**config.mk**
```make
export PLATFORM = sky130hd
export DESIGN_NAME = digital_port_access
export DESIGN_NICKNAME = d
export VERILOG_FILES = /design/src/inc/port_access_pkg.sv /design/src/inc/latch_if.sv /design/src/verilog/port_latch_bank.sv /design/src/verilog/digital_port_access.sv
export SDC_FILE = /design/constraint.sdc
export NUM_CORES = 1
export LEC_CHECK = 0
export ABC_AREA = 1
export BUFFER_PORTS_ARGS = -buffer_cell sky130_fd_sc_hd__buf_2
export CORE_MARGIN = 4
export CORE_UTILIZATION = 52
export DETAILED_ROUTE_END_ITERATION = 10
export PLACE_DENSITY = 0.8
export SYNTH_ARGS = -nofsm -noshare
export SYNTH_HDL_FRONTEND = slang
export SYNTH_SLANG_ARGS = --single-unit
```
**constraint.sdc**
```tcl
create_clock -name clk -period 3 [get_ports clk]
set_input_delay 0.6 -clock clk [delete_from_list [all_inputs] [get_ports clk]]
set_output_delay 0.6 -clock clk [all_outputs]
set_load 0.01 [all_outputs]
```
**src/inc/port_access_pkg.sv**
```systemverilog
package port_access_pkg;

  // Port geometry
  localparam int PORT_W = 4;
  localparam int NUM_PORTS = 4;
  localparam int PAIR_LO = 2;
  localparam int PAIR_HI = 3;
  localparam logic [3:0] PORT_BANK = 4'hf;

  // Register byte offsets
  localparam logic [7:0] REG_MODE = 8'h00;
  localparam logic [7:0] REG_BANK = 8'h04;
  localparam logic [7:0] REG_CMD = 8'h08;
  localparam logic [7:0] REG_RESULT = 8'h0c;
  localparam logic [7:0] REG_PINS = 8'h10;

  // Command word fields
  localparam int CMD_OP_LSB = 0;
  localparam int CMD_PORT_LSB = 5;
  localparam int CMD_BIT_LSB = 7;
  localparam int CMD_USE_L = 9;
  localparam int CMD_L_LSB = 12;
  localparam int CMD_ACC_LSB = 16;
  localparam int CMD_CARRY = 24;

  // Low index register split
  localparam int L_PORT_LSB = 2;
  localparam int L_BIT_LSB = 0;

  // Bank register and result fields
  localparam int BANK_SEL_LSB = 0;
  localparam int BANK_FLAG_BIT = 4;
  localparam int RES_SKIP = 8;
  localparam int RES_CARRY = 9;
  localparam int RES_REFUSED = 10;

  // Reset values
  localparam logic [3:0] LATCH_RESET = 4'h0;
  localparam logic MODE_RESET = 1'b0;

  typedef enum logic [4:0] {
    OP_READ4 = 5'h00, OP_READ8 = 5'h01, OP_WRITE4 = 5'h02, OP_WRITE8 = 5'h03,
    OP_XCH4 = 5'h04, OP_XCH8 = 5'h05, OP_INCREMENT_SKIP_OP = 5'h06, OP_CMP4 = 5'h07,
    OP_CMP8 = 5'h08, OP_SKT = 5'h09, OP_SKF = 5'h0a, OP_BIT_LOAD = 5'h0b,
    OP_BIT_AND = 5'h0c, OP_BIT_OR = 5'h0d, OP_BIT_XOR = 5'h0e, OP_BIT_SET = 5'h0f,
    OP_BIT_CLR = 5'h10, OP_BIT_MOV = 5'h11, OP_TEST_CLR = 5'h12
  } op_t;

  typedef enum logic [2:0] {
    ST_IDLE = 3'b001,
    ST_EXEC = 3'b010,
    ST_DONE = 3'b100
  } state_t;

endpackage : port_access_pkg

```
**src/inc/latch_if.sv**
```systemverilog
`timescale 1ns/1ps
interface latch_if #(
  parameter int N = 4,
  parameter int W = 4
);
  logic [N-1:0] wr_en;
  logic [N*W-1:0] wr_data;
  logic [N*W-1:0] latch;

  modport ctrl (output wr_en, output wr_data, input latch);
  modport store (input wr_en, input wr_data, output latch);
endinterface : latch_if

```
**src/verilog/port_latch_bank.sv**
```systemverilog
`timescale 1ns/1ps
module port_latch_bank #(
  parameter int N = 4,
  parameter int W = 4
) (
  input wire logic clk,
  input wire logic reset,
  latch_if.store lif
);

  typedef struct packed {
    logic [N*W-1:0] latch;
  } bank_state_t;

  bank_state_t s_q;
  bank_state_t s_d;
  logic [N*W-1:0] nxt_latch;

  // One nibble of output latch per port
  for (genvar p = 0; p < N; p++) begin : g_port
    assign nxt_latch[p*W +: W] = lif.wr_en[p] ? lif.wr_data[p*W +: W] : s_q.latch[p*W +: W];
  end

  // Next state
  always_comb begin
    s_d = s_q;
    s_d.latch = nxt_latch;
  end

  // Latches clear on reset
  always_ff @(posedge clk) begin
    if (reset) begin
      s_q <= {N{port_access_pkg::LATCH_RESET}};
    end else begin
      s_q <= s_d;
    end
  end

  assign lif.latch = s_q.latch;

endmodule : port_latch_bank

```
**src/verilog/digital_port_access.sv**
```systemverilog
// Decided for this implementation: the register offsets and the APB register port.
`timescale 1ns/1ps
module digital_port_access #(
  parameter int NUM_PORTS = port_access_pkg::NUM_PORTS
) (
  input wire logic clk,
  input wire logic reset,
  input wire logic psel,
  input wire logic penable,
  input wire logic pwrite,
  input wire logic [7:0] paddr,
  input wire logic [31:0] pwdata,
  output logic [31:0] prdata,
  output logic pready,
  output logic pslverr,
  input wire logic [NUM_PORTS*port_access_pkg::PORT_W-1:0] pin_in,
  output logic [NUM_PORTS*port_access_pkg::PORT_W-1:0] pin_out,
  output logic [NUM_PORTS*port_access_pkg::PORT_W-1:0] pin_oe
);

  localparam int W = port_access_pkg::PORT_W;
  localparam int NW = NUM_PORTS * W;

  typedef struct packed {
    port_access_pkg::state_t state;
    logic [NUM_PORTS-1:0] mode;
    logic bank_flag;
    logic [3:0] bank_sel;
    port_access_pkg::op_t op;
    logic [1:0] port;
    logic [1:0] bitp;
    logic [7:0] acc;
    logic carry;
    logic [7:0] res;
    logic skip;
    logic refused;
    logic [31:0] rdata;
  } ctl_state_t;

  ctl_state_t s_q;
  ctl_state_t s_d;

  latch_if #(.N(NUM_PORTS), .W(W)) lif ();

  logic [NW-1:0] src_all;
  logic access;
  logic [3:0] nibble;
  logic [7:0] pair;
  logic one_bit;
  logic [3:0] rmw;
  logic [3:0] inc;
  logic [1:0] cap_port;
  logic [1:0] cap_bit;
  logic bank_ok;

  // Output latches live in their own bank
  port_latch_bank #(.N(NUM_PORTS), .W(W)) u_bank (
    .clk(clk),
    .reset(reset),
    .lif(lif)
  );

  // Per-port read source and pin drive
  for (genvar p = 0; p < NUM_PORTS; p++) begin : g_port
    // Pins in input mode, latch in output mode
    assign src_all[p*W +: W] = s_q.mode[p] ? lif.latch[p*W +: W] : pin_in[p*W +: W];
    // Buffer follows the mode bit
    assign pin_oe[p*W +: W] = {W{s_q.mode[p]}};
  end

  // Latch contents always sit on the pins; the enable decides whether they show
  assign pin_out = lif.latch;

  assign access = psel & penable;

  // Direct or low-index addressing
  always_comb begin
    if (pwdata[port_access_pkg::CMD_USE_L]) begin
      cap_port = pwdata[port_access_pkg::CMD_L_LSB + port_access_pkg::L_PORT_LSB +: 2];
      cap_bit = pwdata[port_access_pkg::CMD_L_LSB + port_access_pkg::L_BIT_LSB +: 2];
    end else begin
      cap_port = pwdata[port_access_pkg::CMD_PORT_LSB +: 2];
      cap_bit = pwdata[port_access_pkg::CMD_BIT_LSB +: 2];
    end
  end

  // Port space reachable only with flag clear or bank 15
  assign bank_ok = !s_q.bank_flag || (s_q.bank_sel == port_access_pkg::PORT_BANK);

  // Operand views of the addressed port and of the fixed port pair
  always_comb begin
    nibble = src_all[int'(s_q.port)*W +: W];
    pair = {src_all[port_access_pkg::PAIR_HI*W +: W], src_all[port_access_pkg::PAIR_LO*W +: W]};
    one_bit = nibble[s_q.bitp];
    inc = nibble + 4'h1;
  end

  // Bus decode, command execution and result
  always_comb begin
    s_d = s_q;
    pready = 1'b1;
    pslverr = 1'b0;
    lif.wr_en = '0;
    lif.wr_data = lif.latch;
    rmw = nibble; // Unaddressed bits from the mode-dependent source
    case (s_q.state)
      port_access_pkg::ST_IDLE: begin
        // Read data captured in the setup phase so it comes from a flop
        if (psel && !penable) begin
          case (paddr)
            port_access_pkg::REG_MODE: begin
              s_d.rdata = 32'(s_q.mode);
            end
            port_access_pkg::REG_BANK: begin
              s_d.rdata = 32'({s_q.bank_flag, s_q.bank_sel});
            end
            port_access_pkg::REG_RESULT: begin
              s_d.rdata = 32'({s_q.refused, s_q.carry, s_q.skip, s_q.res});
            end
            port_access_pkg::REG_PINS: begin
              s_d.rdata = 32'(pin_in);
            end
            default: begin
              s_d.rdata = 32'h0000_0000;
            end
          endcase
        end
        if (access) begin
          case (paddr)
            port_access_pkg::REG_MODE: begin
              if (pwrite) begin
                s_d.mode = pwdata[NUM_PORTS-1:0];
              end
            end
            port_access_pkg::REG_BANK: begin
              if (pwrite) begin
                s_d.bank_sel = pwdata[port_access_pkg::BANK_SEL_LSB +: 4];
                s_d.bank_flag = pwdata[port_access_pkg::BANK_FLAG_BIT];
              end
            end
            port_access_pkg::REG_CMD: begin
              // Command writes hold the bus until executed
              if (pwrite) begin
                s_d.op = port_access_pkg::op_t'(pwdata[port_access_pkg::CMD_OP_LSB +: 5]);
                s_d.port = cap_port;
                s_d.bitp = cap_bit;
                s_d.acc = pwdata[port_access_pkg::CMD_ACC_LSB +: 8];
                s_d.carry = pwdata[port_access_pkg::CMD_CARRY];
                s_d.state = port_access_pkg::ST_EXEC;
                pready = 1'b0;
              end
            end
            port_access_pkg::REG_RESULT, port_access_pkg::REG_PINS: begin
              // Read-only; writes are dropped quietly
            end
            default: begin
              pslverr = 1'b1;
            end
          endcase
        end
      end
      port_access_pkg::ST_EXEC: begin
        pready = 1'b0;
        s_d.state = port_access_pkg::ST_DONE;
        s_d.skip = 1'b0;
        s_d.res = 8'h00;
        s_d.refused = !bank_ok;
        if (bank_ok) begin
          case (s_q.op)
            port_access_pkg::OP_READ4: begin
              s_d.res = {4'h0, nibble};
            end
            port_access_pkg::OP_READ8: begin
              s_d.res = pair;
            end
            port_access_pkg::OP_WRITE4: begin
              // Latch loads either way; pins show it only in output mode
              lif.wr_en[s_q.port] = 1'b1;
              lif.wr_data[int'(s_q.port)*W +: W] = s_q.acc[3:0];
            end
            port_access_pkg::OP_WRITE8: begin
              // Byte write to the pair
              lif.wr_en[port_access_pkg::PAIR_LO] = 1'b1;
              lif.wr_en[port_access_pkg::PAIR_HI] = 1'b1;
              lif.wr_data[port_access_pkg::PAIR_LO*W +: W] = s_q.acc[3:0];
              lif.wr_data[port_access_pkg::PAIR_HI*W +: W] = s_q.acc[7:4];
            end
            port_access_pkg::OP_XCH4: begin
              // Old source out, accumulator in
              s_d.res = {4'h0, nibble};
              lif.wr_en[s_q.port] = 1'b1;
              lif.wr_data[int'(s_q.port)*W +: W] = s_q.acc[3:0];
            end
            port_access_pkg::OP_XCH8: begin
              // Byte exchange on the pair
              s_d.res = pair;
              lif.wr_en[port_access_pkg::PAIR_LO] = 1'b1;
              lif.wr_en[port_access_pkg::PAIR_HI] = 1'b1;
              lif.wr_data[port_access_pkg::PAIR_LO*W +: W] = s_q.acc[3:0];
              lif.wr_data[port_access_pkg::PAIR_HI*W +: W] = s_q.acc[7:4];
            end
            port_access_pkg::OP_INCREMENT_SKIP_OP: begin
              // Source plus one into latch, skip on wrap
              s_d.res = {4'h0, inc};
              s_d.skip = (inc == 4'h0);
              lif.wr_en[s_q.port] = 1'b1;
              lif.wr_data[int'(s_q.port)*W +: W] = inc;
            end
            port_access_pkg::OP_CMP4: begin
              s_d.skip = (nibble == s_q.acc[3:0]);
            end
            port_access_pkg::OP_CMP8: begin
              s_d.skip = (pair == s_q.acc);
            end
            port_access_pkg::OP_SKT: begin
              s_d.skip = one_bit;
            end
            port_access_pkg::OP_SKF: begin
              s_d.skip = !one_bit;
            end
            port_access_pkg::OP_BIT_LOAD: begin
              s_d.carry = one_bit;
            end
            port_access_pkg::OP_BIT_AND: begin
              s_d.carry = s_q.carry & one_bit;
            end
            port_access_pkg::OP_BIT_OR: begin
              s_d.carry = s_q.carry | one_bit;
            end
            port_access_pkg::OP_BIT_XOR: begin
              s_d.carry = s_q.carry ^ one_bit;
            end
            port_access_pkg::OP_BIT_SET: begin
              // Read-modify-write of the nibble
              rmw[s_q.bitp] = 1'b1;
              lif.wr_en[s_q.port] = 1'b1;
              lif.wr_data[int'(s_q.port)*W +: W] = rmw;
            end
            port_access_pkg::OP_BIT_CLR: begin
              rmw[s_q.bitp] = 1'b0;
              lif.wr_en[s_q.port] = 1'b1;
              lif.wr_data[int'(s_q.port)*W +: W] = rmw;
            end
            port_access_pkg::OP_BIT_MOV: begin
              rmw[s_q.bitp] = s_q.carry;
              lif.wr_en[s_q.port] = 1'b1;
              lif.wr_data[int'(s_q.port)*W +: W] = rmw;
            end
            port_access_pkg::OP_TEST_CLR: begin
              // Test first, then clear the same bit
              s_d.skip = one_bit;
              rmw[s_q.bitp] = 1'b0;
              lif.wr_en[s_q.port] = 1'b1;
              lif.wr_data[int'(s_q.port)*W +: W] = rmw;
            end
            default: begin
              // Unknown code: no port effect
            end
          endcase
        end
      end
      port_access_pkg::ST_DONE: begin
        // Command write completes here
        s_d.state = port_access_pkg::ST_IDLE;
      end
      default: begin
        s_d.state = port_access_pkg::ST_IDLE;
      end
    endcase
  end

  // Modes clear on reset so every port starts as input
  always_ff @(posedge clk) begin
    if (reset) begin
      s_q <= '0;
      s_q.state <= port_access_pkg::ST_IDLE;
      s_q.mode <= {NUM_PORTS{port_access_pkg::MODE_RESET}};
    end else begin
      s_q <= s_d;
    end
  end

  assign prdata = s_q.rdata;

endmodule : digital_port_access

```
* Word level (Yosys, flattened, before mapping) *
Cells that the tools add are included.

storage, ports and cells
  register bits after elaboration = 88
  output and inout port bits = 66
  logic and storage cells = 148
  input port bits = 61

cells by class
  magnitude comparators = 4
  shifts and indexed selects = 7
  bitwise gates (word level) = 7
  mux-type cells = 47
  add/subtract/negate cells = 2
  eq/ne operators = 32
  reductions and logical operators = 32

operators by type and width
  operator                   count
  $shiftx A4 B33 Y16         5
  $bwmux W16                 5
  $pmux W16 S4               1
  $pmux W8 S6                1
  $eq A5 B4 Y1 const B       8
  $pmux W8 S5                1
  $mux W18                   2
  $neg A4 Y33                1
  $shift A4 B33 Y16 const A  1
  $mux W4                    8
  $mux W30                   1
  $reduce_and A4 Y1          7
  $pmux W8 S3                1
  $eq A5 B3 Y1 const B       4
  $eq A8 B4 Y1 const B       2
  $shiftx A16 B5 Y4          1
  $eq A5 B5 Y1 const B       3
  $reduce_or A2 Y1           6
  $eq A5 B2 Y1 const B       2
  $mux W10                   1
  $mux W5                    2
  $mux W1                    9
  $eq A8 B3 Y1 const B       1
  $eq A8 B5 Y1 const B       1
  42 further kinds           57

* Logic depth before layout (Yosys ltp) *
Gate-level depths: netlist of run 1.

  depth in word-level cells = 9
  depth in mapped cells = 16
  depth with buffers taken out = 16

* Cells and area by module *
From an unflattened synthesis of run 1, not the netlist that was laid out.

second synthesis, totals
  cells, all modules = 916
  area, all modules = 5619.1 µm²

modules (own cells, without submodules)
  module               times used  seq. area each (µm²)  area each (µm²)  cells an instance
  digital_port_access  1           1121.1                4936.0           814
  port_latch_bank      1           320.3                 683.2            102

* Least setup slack after synthesis of run 1 *
Ideal clock, no wire load.

  kind = input to register
  from = input pin_in[9] in the netlist's numbering
  to = register s_q[42] in the netlist's numbering
  library setup time = 0.127 ns
  required time = 2.873 ns
  slack = 0.797 ns
  stages on the path = 12
  arrival = 2.076 ns
  path buffers = 0
  path through = nand2_1 -> nand3_1 -> nand3_1 -> nand2_1 -> nand2_1 -> nand2_1 -> nor2_2 -> inv_1 -> ha_1 -> a22o_1 -> o311ai_0 -> a21oi_1

on the way
  longest elaborated chain between the ends = 8
  elaborated cells on any way between the ends = 10
  those cells by class = shift (1); mux (6); bitwise (3)

ends and longest elaborated chain
  item                                         RTL line                    source
  start: declaration                           digital_port_access.sv:16   input wire logic [NUM_PORTS*port_access_pkg::PORT_W-1:0] pin_in,
  $mux W4 *                                    digital_port_access.sv:66   assign src_all[p*W +: W] = s_q.mode[p] ? lif.latch[p*W +: W] : pin_in[p*W +: W];
  $shiftx A16 B5 Y4 *                          digital_port_access.sv:92   nibble = src_all[int'(s_q.port)*W +: W];
  $bmux W1 S2 *                                digital_port_access.sv:94   one_bit = nibble[s_q.bitp];
  $mux W1 (implied by the code) *              digital_port_access.sv:94
  $xor A1 B1 Y1, or another cell as far along  digital_port_access.sv:231  s_d.carry = s_q.carry ^ one_bit;
  $pmux W1 S4 *                                digital_port_access.sv:169  case (s_q.op)
  $mux W10 *                                   digital_port_access.sv:168  if (bank_ok) begin
  $pmux W1 S2 *                                digital_port_access.sv:106  case (s_q.state)
  end: declaration                             digital_port_access.sv:40   ctl_state_t s_q;

Every way passes the cells marked *; elsewhere a longest branch is shown, timed or not. The select of a mux whose other input is x is not followed.
A chain may end at the register's enable or synchronous reset.

==> results.sh, run 1 <==
export IMPL_outcome="finished clean"
export IMPL_fin_crit_sh_pct=90.5
export IMPL_cts_root_buf="clkbuf_8"
export IMPL_synth_top_cells_by_count="nand2_1 (203), inv_1 (88), nor2_1 (80), a21oi_1 (73), dfxtp_1 (72)"
export IMPL_place_hpwl_um=12900
export IMPL_post_cts_setup_buffer_count=0
export IMPL_maxCapViolations=0
export IMPL_clkLatencyLatePin_ns=0.36
export IMPL_route_detailed_drc=0
export IMPL_yosysTopAreaCell="dfxtp_1"
export IMPL_multi_input_comb_area_mm2=0.00292
export IMPL_gp_congestion=0.982
export IMPL_initial_utilization_pct=53.0
export IMPL_finalMaxSlewViolations=0
export IMPL_async_reset_ff_share_pct=0
export IMPL_postSynthCellCount=829
export IMPL_hold_start="pwdata[23]"
export IMPL_synth_edf_count=0
export IMPL_grt_antenna_before_repair=0
export IMPL_critPathMostFrequentCell="nand2_1"
export IMPL_critPathKind="flip-flop to flip-flop"
export IMPL_crit_chain="buf_4 -> nand3_1 -> nand3_1 -> nand2_1 -> ha_1 -> inv_1 -> nor2_1 -> a21oi_1 -> nand2_1 -> nand2_1 -> o21ai_0 -> o21ai_0 -> a21oi_1"
export IMPL_synth_top_area_share_pct=28.0
export IMPL_wl_per_cell_um=15.8
export IMPL_skew_ns=0.00716
export IMPL_grt_total_usage_pct=28.2
export IMPL_required_ns=3.29
export IMPL_seq_area_mm2=0.00144
export IMPL_post_dp_cell_area_mm2=0.00552
export IMPL_hold_path_class="input port to flip-flop"
export IMPL_avgSynthCellArea_um2=6.22
export IMPL_synth_area_leaders="dfxtp_1 (28%), nand2_1 (15%), buf_4 (7.1%)"
export IMPL_holdBufCountCts=0
export IMPL_ios=127
export IMPL_cp_slowest_cell="dfxtp_1"
export IMPL_max_stage_delay_ns=0.57
export IMPL_worstSetupStartpointType="flip-flop"
export IMPL_crit_path_end_kind="flip-flop"
export IMPL_worstReg2RegStart="s_q[53]$_SDFFE_PP0P_"
export IMPL_max_slew_margin_pct=62.8
export IMPL_die_w_um=108
export IMPL_die_y_um=108
export IMPL_hold_viol_final=0
export IMPL_syn_area_mm2=0.00515
export IMPL_rsz0062_at_grt="no"
export IMPL_cts_buffer_depth=2
export IMPL_hold_path_end="s_q[50]$_SDFFE_PP0P_"
export IMPL_design_area_mm2=0.00575
export IMPL_ys_warn_count=0
export IMPL_die_area_mm2=0.0116
export IMPL_cts_buffers=9
export IMPL_coreArea_mm2=0.00973
export IMPL_fin_setup_tns_ns=0
export IMPL_fillers=1009
export IMPL_fmax_mhz=368
export IMPL_clkTransAtPathRegs_ns=0.08
export IMPL_ir_drop_mv=0.241
export IMPL_drtPass1Iterations=5
export IMPL_ys_seq_area_share_pct=28.0
export IMPL_grt_max_degree=38
export IMPL_worst_pin_slew_ns=0.557
export IMPL_critPathMaxFanout=12
export IMPL_antenna_cells=0
export IMPL_grt_pass1_vias=4906
export IMPL_p_per_area_mw_per_mm2=357
export IMPL_drt_iter0_drc=587
export IMPL_setup_viol=0
export IMPL_fin_util_pct=59.1
export IMPL_worstPathArrival_ns=3.00
export IMPL_holdPathStages=3
export IMPL_fin_crit_ns=2.71
export IMPL_ys_seq_elements=72
export IMPL_cts_tree="done"
export IMPL_rr_worst_depth=13
export IMPL_areaGrowthSynthToFinish_pct=11.6
export IMPL_rows=36
export IMPL_final_nets=970
export IMPL_r2r_slack_ns=0.29
export IMPL_cts_sinks=72
export IMPL_grt_pass1_wl_um=25400
export IMPL_final_antenna_net_count=0
export IMPL_drive_gt1_share_pct=18.6
export IMPL_timing_critical_path_from="s_q[53]$_SDFFE_PP0P_"
export IMPL_wl_um=16400
export IMPL_synth_most_common_cell="nand2_1"
export IMPL_synthFlopType="dfxtp_1"
export IMPL_htreeDepth=3
export IMPL_routed_via_density=5.43
export IMPL_ys_types=48
export IMPL_p_leak_nw=2.69
export IMPL_via_count=5635
export IMPL_port_buffers=101
export IMPL_cts_resized=0
export IMPL_grt_overflow_total=0
layer usage:
| metal | up-vias | global-route usage [%] | part of all wire [%] |
|---|---|---|---|
| met3 | 30 | 5.40 | 9.5 |
| met1 | 2542 | 41.5 | 46 |
| met2 | 279 | 40.9 | 42 |
| li1 | 2784 | - | - |
| met4 | 0 | 9.20 | 2.4 |
| met5 | - | 0 | 0 |
worst max path at each step:
stage | to | slack [ns] | cells after the start
2_1_floorplan | s_q[42]$_SDFFE_PP0P_ | 0.80 | 12
5_1_grt | s_q[42]$_SDFFE_PP0P_ | 0.03 | 13
4_1_cts | s_q[42]$_SDFFE_PP0P_ | 0.36 | 13
3_5_place_dp | s_q[42]$_SDFFE_PP0P_ | 0.39 | 13
3_3_place_gp | s_q[42]$_SDFFE_PP0P_ | 0.40 | 13
6_report | flip-flop | 0.29 | 13
cells in the final DEF (no fill, tap or decap), types with 2 or more instances in the layout:
cell / n
nand2_1: 203
buf_2: 101
inv_1: 88
nor2_1: 80
a21oi_1: 73
dfxtp_1: 72
o21ai_0: 66
nand3_1: 61
nor3_1: 19
conb_1: 16
buf_4: 14
inv_2: 9
ha_1: 9
clkbuf_8: 9
nand4_1: 8
xor2_1: 8
nor2_2: 6
o21ai_1: 6
o22ai_1: 5
nand2_2: 4
nor3_2: 4
a41oi_1: 4
and2_1: 3
or2_2: 3
bufinv_16: 3
nor2_4: 2
nand3_2: 2
a21oi_2: 2
o311ai_0: 2
a221o_1: 2
a211oi_1: 2
power by group:
part           leakage, nW  switching, mW  total (mW)  internal, mW
Sequential           0.580       0.000368       0.955         0.955
Combinational         2.00          0.104       0.157        0.0532
Clock                0.113          0.394       0.944         0.550
layout make-up:
| class | count | area share [%] |
|---|---|---|
| Clock buffer | 10 | 2.22 |
| Clock inverter | 5 | 1.85 |
| Inverter | 100 | 6.65 |
| Multi-Input combinational cell | 602 | 50.7 |
| Sequential cell | 72 | 25.0 |
| Tap cell | 133 | 2.89 |
| Timing Repair Buffer | 115 | 10.6 |
stage by stage:
stage | hold slack (ns) | total power [mW] | worst slack (ns) | instances
after global placement | 0.451 | 1.13 | 0.396 | 1022
after CTS | 0.457 | 2.06 | 0.356 | 1037
final | 0.462 | 2.06 | 0.286 | 1037
after global routing | 0.481 | 2.13 | 0.0347 | 1037
after floorplan | 0.435 | 1.08 | 0.797 | 844
after detailed placement | 0.452 | 1.13 | 0.394 | 1022
critical path: cells and delay by family (launching register included):
kind | cells | cell delay (ns)
AND/OR/NAND/NOR | 6 | 0.93
AO/OA/AOI/OAI | 4 | 0.40
buffers and inverters | 2 | 0.35
flip-flops | 1 | 0.57
adder cells (fa/ha/maj) | 1 | 0.39
kinds of logic after synthesis:
kind of cell	after synthesis	synth area share, %
and+or+nand+nor	400	34.1
buffers and inverters	170	16.5
AOI/OAI and AO/OA	169	17.8
DFF	72	28.0
adders and majority gates	9	2.18
xor gates and xnor gates	8	1.36
other	1	0.0727
No activity file was read; power rests on OpenSTA's default activity.
==> inputs of run 2 (changes only) <==
Settings changed: CORE_UTILIZATION 52 to 35, PLACE_DENSITY 0.8 to 0.58.
==> results.sh, run 2 (synthesis gave the netlist of run 1 again) <==
export IMPL_cts_buffer_depth=2
export IMPL_skew_ns=0.00815
export IMPL_worstPathArrival_ns=2.86
export IMPL_outcome="finished clean"
export IMPL_worstReg2RegStart="s_q[53]$_SDFFE_PP0P_"
export IMPL_maxCapViolations=0
export IMPL_areaGrowthSynthToFinish_pct=14.4
export IMPL_final_nets=972
export IMPL_grt_pass1_wl_um=26700
export IMPL_fmax_mhz=380
export IMPL_p_per_area_mw_per_mm2=378
export IMPL_rsz0062_at_grt="no"
export IMPL_grt_pass1_vias=4857
export IMPL_coreArea_mm2=0.0145
export IMPL_intPower_mw=1.66
export IMPL_max_slew_margin_pct=61.4
export IMPL_critPathMaxFanout=15
export IMPL_final_common_cell="nand2_1"
export IMPL_cpLargestDelayFamily="simple AND/OR/NAND/NOR gates"
export IMPL_htreeDepth=3
export IMPL_cts_sinks=72
export IMPL_switchingPower_uw=570
export IMPL_ir_drop_mv=0.255
export IMPL_drtPass1Iterations=5
export IMPL_comb_power_share_pct=7.2
export IMPL_hold_start="prdata[4]$_SDFFE_PP0P_"
export IMPL_grt_total_usage_pct=20.7
export IMPL_wl_per_cell_um=16.0
export IMPL_required_ns=3.23
export IMPL_finalMaxSlewViolations=0
export IMPL_crit_path_end_kind="flip-flop"
export IMPL_fin_crit_ns=2.63
export IMPL_holdBufCountCts=0
export IMPL_fillers=1642
export IMPL_path_buf_inv=1
export IMPL_worst_pin_slew_ns=0.578
export IMPL_die_y_um=129
export IMPL_critPathKind="flip-flop to flip-flop"
export IMPL_drive_gt1_share_pct=18.9
export IMPL_r2r_slack_ns=0.37
export IMPL_final_cells=1091
export IMPL_clkPwrFrac_pct=49.9
export IMPL_pwr_share_seq_pct=42.9
export IMPL_wl_um=17400
export IMPL_cp_slowest_cell="dfxtp_1"
export IMPL_layout_common_cells="nand2_1 (203), buf_2 (101), inv_1 (88)"
export IMPL_die_area_mm2=0.0167
export IMPL_routed_via_density=4.99
export IMPL_grt_antenna_before_repair=0
export IMPL_hold_viol_final=0
export IMPL_fin_crit_sh_pct=87.7
export IMPL_cts_tree="done"
export IMPL_holdPathStages=2
export IMPL_rows=44
export IMPL_via_count=5445
export IMPL_crit_chain="inv_2 -> nand3_1 -> nand3_1 -> nand2_2 -> nand2_1 -> nand2_1 -> nor2_2 -> ha_1 -> a22o_1 -> o311ai_0 -> a21oi_1"
export IMPL_cts_buffers=9
export IMPL_setup_viol=0
export IMPL_multi_input_comb_area_mm2=0.00292
export IMPL_final_antenna_net_count=0
export IMPL_cts_root_buf="clkbuf_16"
export IMPL_initial_utilization_pct=35.6
export IMPL_clkLatencyLatePin_ns=0.35
export IMPL_hold_path_end="prdata[4]$_SDFFE_PP0P_"
export IMPL_reg2reg_to="s_q[42]$_SDFFE_PP0P_"
export IMPL_place_inst=1075
export IMPL_antenna_cells=0
export IMPL_route_detailed_drc=0
export IMPL_worstSetupStartpointType="flip-flop"
export IMPL_grt_max_degree=38
export IMPL_clkTransAtPathRegs_ns=0.06
export IMPL_p_leak_nw=2.73
export IMPL_place_hpwl_um=13700
export IMPL_grt_overflow_total=0
export IMPL_die_w_um=129
export IMPL_gp_congestion=0.978
export IMPL_switching_share_pct=25.6
export IMPL_cts_resized=0
export IMPL_seq_area_mm2=0.00144
export IMPL_rr_worst_depth=11
export IMPL_ios=127
export IMPL_post_cts_setup_buffer_count=0
export IMPL_fin_setup_tns_ns=0
export IMPL_max_stage_delay_ns=0.58
export IMPL_hold_path_class="flip-flop to flip-flop"
export IMPL_drt_iter0_drc=480
export IMPL_port_buffers=101
-- run 2: how the worst max path moves through the flow --
stage	start	end	slack [ns]	cells after the start
3_5_place_dp	pin_in[14]	s_q[42]$_SDFFE_PP0P_	0.38	13
2_1_floorplan	pin_in[9]	s_q[42]$_SDFFE_PP0P_	0.80	12
3_3_place_gp	pin_in[14]	s_q[42]$_SDFFE_PP0P_	0.39	13
4_1_cts	s_q[53]$_SDFFE_PP0P_	s_q[42]$_SDFFE_PP0P_	0.41	11
5_1_grt	s_q[53]$_SDFFE_PP0P_	s_q[42]$_SDFFE_PP0P_	0.13	11
6_report	s_q[53]$_SDFFE_PP0P_	s_q[42]$_SDFFE_PP0P_	0.37	11
-- run 2: layout make-up --
class,instances,share of cell area (%)
multi-input cells,602,49.5
flip-flops and latches,72,24.4
repair buffers,117,10.6
inverters,100,6.49
well taps,184,3.90
clock buffers,10,3.88
clock inverters,6,1.15
-- run 2: tightest hold or removal path, stage by stage (launching register included) --
cell     delay, ns
dfxtp_1       0.30
nand2_1       0.06
a21oi_1       0.06
-- run 2: layer usage --
layer / track usage (%) / routed length (um) / vias to the layer above
li1: - / - / 2783
met1: 29.5 / 8410 / 2432
met2: 30.7 / 7380 / 204
met3: 4.53 / 1190 / 26
met4: 7.10 / 431 / 0
met5: 0 / 0 / -
-- run 2: power by group through the flow --
| stage | Clock, mW | Sequential [mW] | Combinational (mW) |
|---|---|---|---|
| global placement | 0 | 0.978 | 0.158 |
| CTS | 1.13 | 0.956 | 0.159 |
| detailed placement | 0 | 0.978 | 0.158 |
| finish | 1.11 | 0.956 | 0.160 |
| floorplan | 0 | 0.978 | 0.101 |
| global route | 1.18 | 0.956 | 0.178 |
-- run 2: stage by stage --
step	util, %	setup slack [ns]	hold slack, ns	power, mW	area [um^2]
final	40.7	0.370	0.462	2.23	5900
after CTS	40.7	0.413	0.463	2.25	5900
after global routing	40.7	0.131	0.487	2.31	5900
after detailed placement	38.7	0.376	0.453	1.14	5600
after floorplan	-	0.797	0.435	1.08	5210
after global placement	38.7	0.395	0.449	1.14	5600
==> inputs of run 3 (changes only) <==
Settings changed: SYNTH_HIERARCHICAL from default to 1.
==> results.sh, run 3 <==
export IMPL_outcome="finished clean"
export IMPL_critPathKind="flip-flop to flip-flop"
export IMPL_synth_most_common_cell="nand2_1"
export IMPL_route_detailed_drc=0
export IMPL_cts_root_buf="clkbuf_16"
export IMPL_synthAdderAreaFrac_pct=2.23
export IMPL_crit_path_end_kind="flip-flop"
export IMPL_finalMaxSlewViolations=0
export IMPL_drt_iter0_drc=537
export IMPL_required_ns=3.29
export IMPL_grt_overflow_total=0
export IMPL_synth_xor_area_share_pct=0.935
export IMPL_ios=127
export IMPL_clkLatencyLatePin_ns=0.34
export IMPL_postSynthCellCount=916
export IMPL_reg2reg_to="u_bank/lif.latch[10]$_SDFFE_PP0P_"
export IMPL_synth_top_area_share_pct=25.7
export IMPL_r2r_slack_ns=0.46
export IMPL_multi_input_comb_area_mm2=0.00327
export IMPL_synth_compound_area_share_pct=20.3
export IMPL_antenna_cells=0
export IMPL_path_buf_inv=3
export IMPL_via_count=6155
export IMPL_hold_path_class="flip-flop to flip-flop"
export IMPL_synth_edf_count=0
export IMPL_areaGrowthSynthToFinish_pct=14.8
export IMPL_ys_types=49
export IMPL_cts_sinks=72
export IMPL_skew_ns=0.00721
export IMPL_p_per_area_mw_per_mm2=349
export IMPL_cts_tree="done"
export IMPL_critPathMaxFanout=7
export IMPL_ir_drop_mv=0.264
export IMPL_final_common_cell="nand2_1"
export IMPL_cp_slowest_cell="dfxtp_1"
export IMPL_grt_total_usage_pct=21.3
export IMPL_post_dp_cell_area_mm2=0.00615
export IMPL_hold_viol_final=0
export IMPL_cts_buffers=9
export IMPL_max_stage_delay_ns=0.50
export IMPL_fmax_mhz=394
export IMPL_p_leak_nw=2.99
export IMPL_place_hpwl_um=15400
export IMPL_synth_area_leaders="dfxtp_1 (26%), nand2_1 (15%), inv_1 (7.4%)"
export IMPL_worstPathArrival_ns=2.83
export IMPL_setup_viol=0
export IMPL_final_antenna_net_count=0
export IMPL_grt_max_degree=22
export IMPL_coreArea_mm2=0.0158
export IMPL_avgSynthCellArea_um2=6.13
export IMPL_ys_seq_area_share_pct=25.7
export IMPL_cpLargestDelayFamily="simple AND/OR/NAND/NOR gates"
export IMPL_die_w_um=135
export IMPL_crit_end="u_bank/lif.latch[10]$_SDFFE_PP0P_"
export IMPL_worstSetupStartpointType="flip-flop"
export IMPL_final_nets=1065
export IMPL_layout_common_cells="nand2_1 (223), inv_1 (111), buf_2 (101)"
export IMPL_grt_pass1_vias=5655
export IMPL_async_reset_ff_share_pct=0
export IMPL_design_area_mm2=0.00645
export IMPL_maxCapViolations=0
export IMPL_syn_area_mm2=0.00562
export IMPL_drive_gt1_share_pct=19.4
export IMPL_worstReg2RegStart="pin_oe[0]$_SDFFE_PP0P_"
export IMPL_ys_seq_elements=72
export IMPL_largest_register="s_q"
export IMPL_routed_via_density=5.07
export IMPL_critPathMostFrequentCell="nand2_1"
export IMPL_synthFlopType="dfxtp_1"
export IMPL_fin_crit_ns=2.54
export IMPL_initial_utilization_pct=35.5
export IMPL_fin_crit_sh_pct=84.6
export IMPL_timing_critical_path_from="pin_oe[0]$_SDFFE_PP0P_"
export IMPL_drtPass1Iterations=6
export IMPL_cp_depth=17
export IMPL_synthSimpleGateAreaFrac_pct=33.7
export IMPL_cts_resized=0
export IMPL_worst_pin_slew_ns=0.548
export IMPL_clkTransAtPathRegs_ns=0.07
export IMPL_synth_mux_area_fraction_pct=0
export IMPL_fillers=1774
export IMPL_die_y_um=135
export IMPL_max_slew_margin_pct=63.1
export IMPL_rows=46
export IMPL_largest_reg_flops=36
export IMPL_synth_top_cells_by_count="nand2_1 (223), inv_1 (111), nor2_1 (91), dfxtp_1 (72), o21ai_0 (67)"
export IMPL_wl_um=19700
export IMPL_fin_setup_tns_ns=0
export IMPL_htreeDepth=3
export IMPL_synth_top_family_by_area="simple AND/OR/NAND/NOR gates"
export IMPL_wl_per_cell_um=16.2
export IMPL_die_area_mm2=0.0181
export IMPL_rsz0062_at_grt="no"
export IMPL_post_cts_setup_buffer_count=0
export IMPL_ys_warn_count=6
export IMPL_holdBufCountCts=0
export IMPL_rr_worst_depth=17
export IMPL_crit_chain="inv_2 -> nand2_1 -> nand3_1 -> nand3_1 -> nand2_2 -> ha_1 -> xor2_1 -> nand2_1 -> nand2_1 -> inv_1 -> o21ai_0 -> nand2_1 -> a21oi_1 -> inv_1 -> nand2_1 -> nand2_1 -> nor2_2"
export IMPL_cts_buffer_depth=2
export IMPL_port_buffers=101
export IMPL_seq_area_mm2=0.00144
export IMPL_gp_congestion=0.952
export IMPL_grt_pass1_wl_um=30500
export IMPL_yosysTopAreaCell="dfxtp_1"
export IMPL_grt_antenna_before_repair=0
[run 3: cell types whose count changed in the layout (fill, tap and decap cells not counted), moves of 9 or more]
cell and delta:
inv_1 +23, a21oi_1 -9, a211oi_1 +10, nor2_2 +10, nor2_1 +11, nand2_1 +20
[run 3: where the power goes]
group / leakage (nW) / internal [mW] / total [mW] / switching [mW]
combinational: 2.26 / 0.0578 / 0.169 / 0.111
clock: 0.147 / 0.653 / 1.13 / 0.474
sequential: 0.580 / 0.956 / 0.956 / 0.000389
[run 3: per-layer routing]
layer / up-vias / part of all wire [%] / GRT usage [%]
li1: 3079 / - / -
met1: 2786 / 46 / 29.3
met2: 233 / 44 / 33.5
met3: 57 / 6.2 / 3.54
met4: 0 / 3.8 / 8.31
met5: - / 0 / 0
[run 3: worst min-delay path by stage]
| stage | from | to | slack [ns] | cells past startpoint |
|---|---|---|---|---|
| after global routing | prdata[4]$_SDFFE_PP0P_ | prdata[4]$_SDFFE_PP0P_ | 0.48 | 2 |
| after CTS | prdata[15]$_SDFFE_PP0P_ | prdata[15]$_SDFFE_PP0P_ | 0.46 | 2 |
| after floorplan | s_q[32]$_SDFFE_PP0P_ | s_q[32]$_SDFFE_PP0P_ | 0.43 | 2 |
| final | prdata[15]$_SDFFE_PP0P_ | prdata[15]$_SDFFE_PP0P_ | 0.46 | 2 |
| after detailed placement | prdata[15]$_SDFFE_PP0P_ | prdata[15]$_SDFFE_PP0P_ | 0.45 | 2 |
| after global placement | s_q[32]$_SDFFE_PP0P_ | s_q[32]$_SDFFE_PP0P_ | 0.45 | 2 |
[run 3: per-stage QoR]
step	hold WS [ns]	power, mW	instances	setup WS (ns)	utilization, %
after floorplan	0.435	1.09	931	0.747	-
after global placement	0.452	1.14	1199	0.376	38.8
after detailed placement	0.454	1.14	1199	0.378	38.8
after CTS	0.464	2.27	1215	0.488	40.7
after global routing	0.476	2.33	1215	0.277	40.7
final	0.462	2.25	1215	0.462	40.7
[run 3: worst register-to-register path, cell delays in order (launching register included)]
cell	delay, ns
dfxtp_1	0.50
inv_2	0.09
nand2_1	0.11
nand3_1	0.07
nand3_1	0.18
nand2_2	0.14
ha_1	0.26
xor2_1	0.15
nand2_1	0.11
nand2_1	0.11
inv_1	0.08
o21ai_0	0.20
nand2_1	0.08
a21oi_1	0.15
inv_1	0.05
nand2_1	0.05
nand2_1	0.06
nor2_2	0.08
[run 3: kinds of logic (layout without fill, tap and decap cells)]
group	Yosys count	in the layout
compound gates	198	198
buf+inv	199	267
flops	72	72
xor+xnor	6	6
other cells	1	16
fa+ha+maj	10	10
simple gates	430	430
[run 3: cell type report]
type | instances | share of cell area (%)
multi-input combinational | 660 | 50.8
sequential | 72 | 22.4
timing repair buffer | 124 | 10.5
inverter | 127 | 7.47
tap | 216 | 4.19
clock buffer | 9 | 3.49
clock inverter | 7 | 1.20
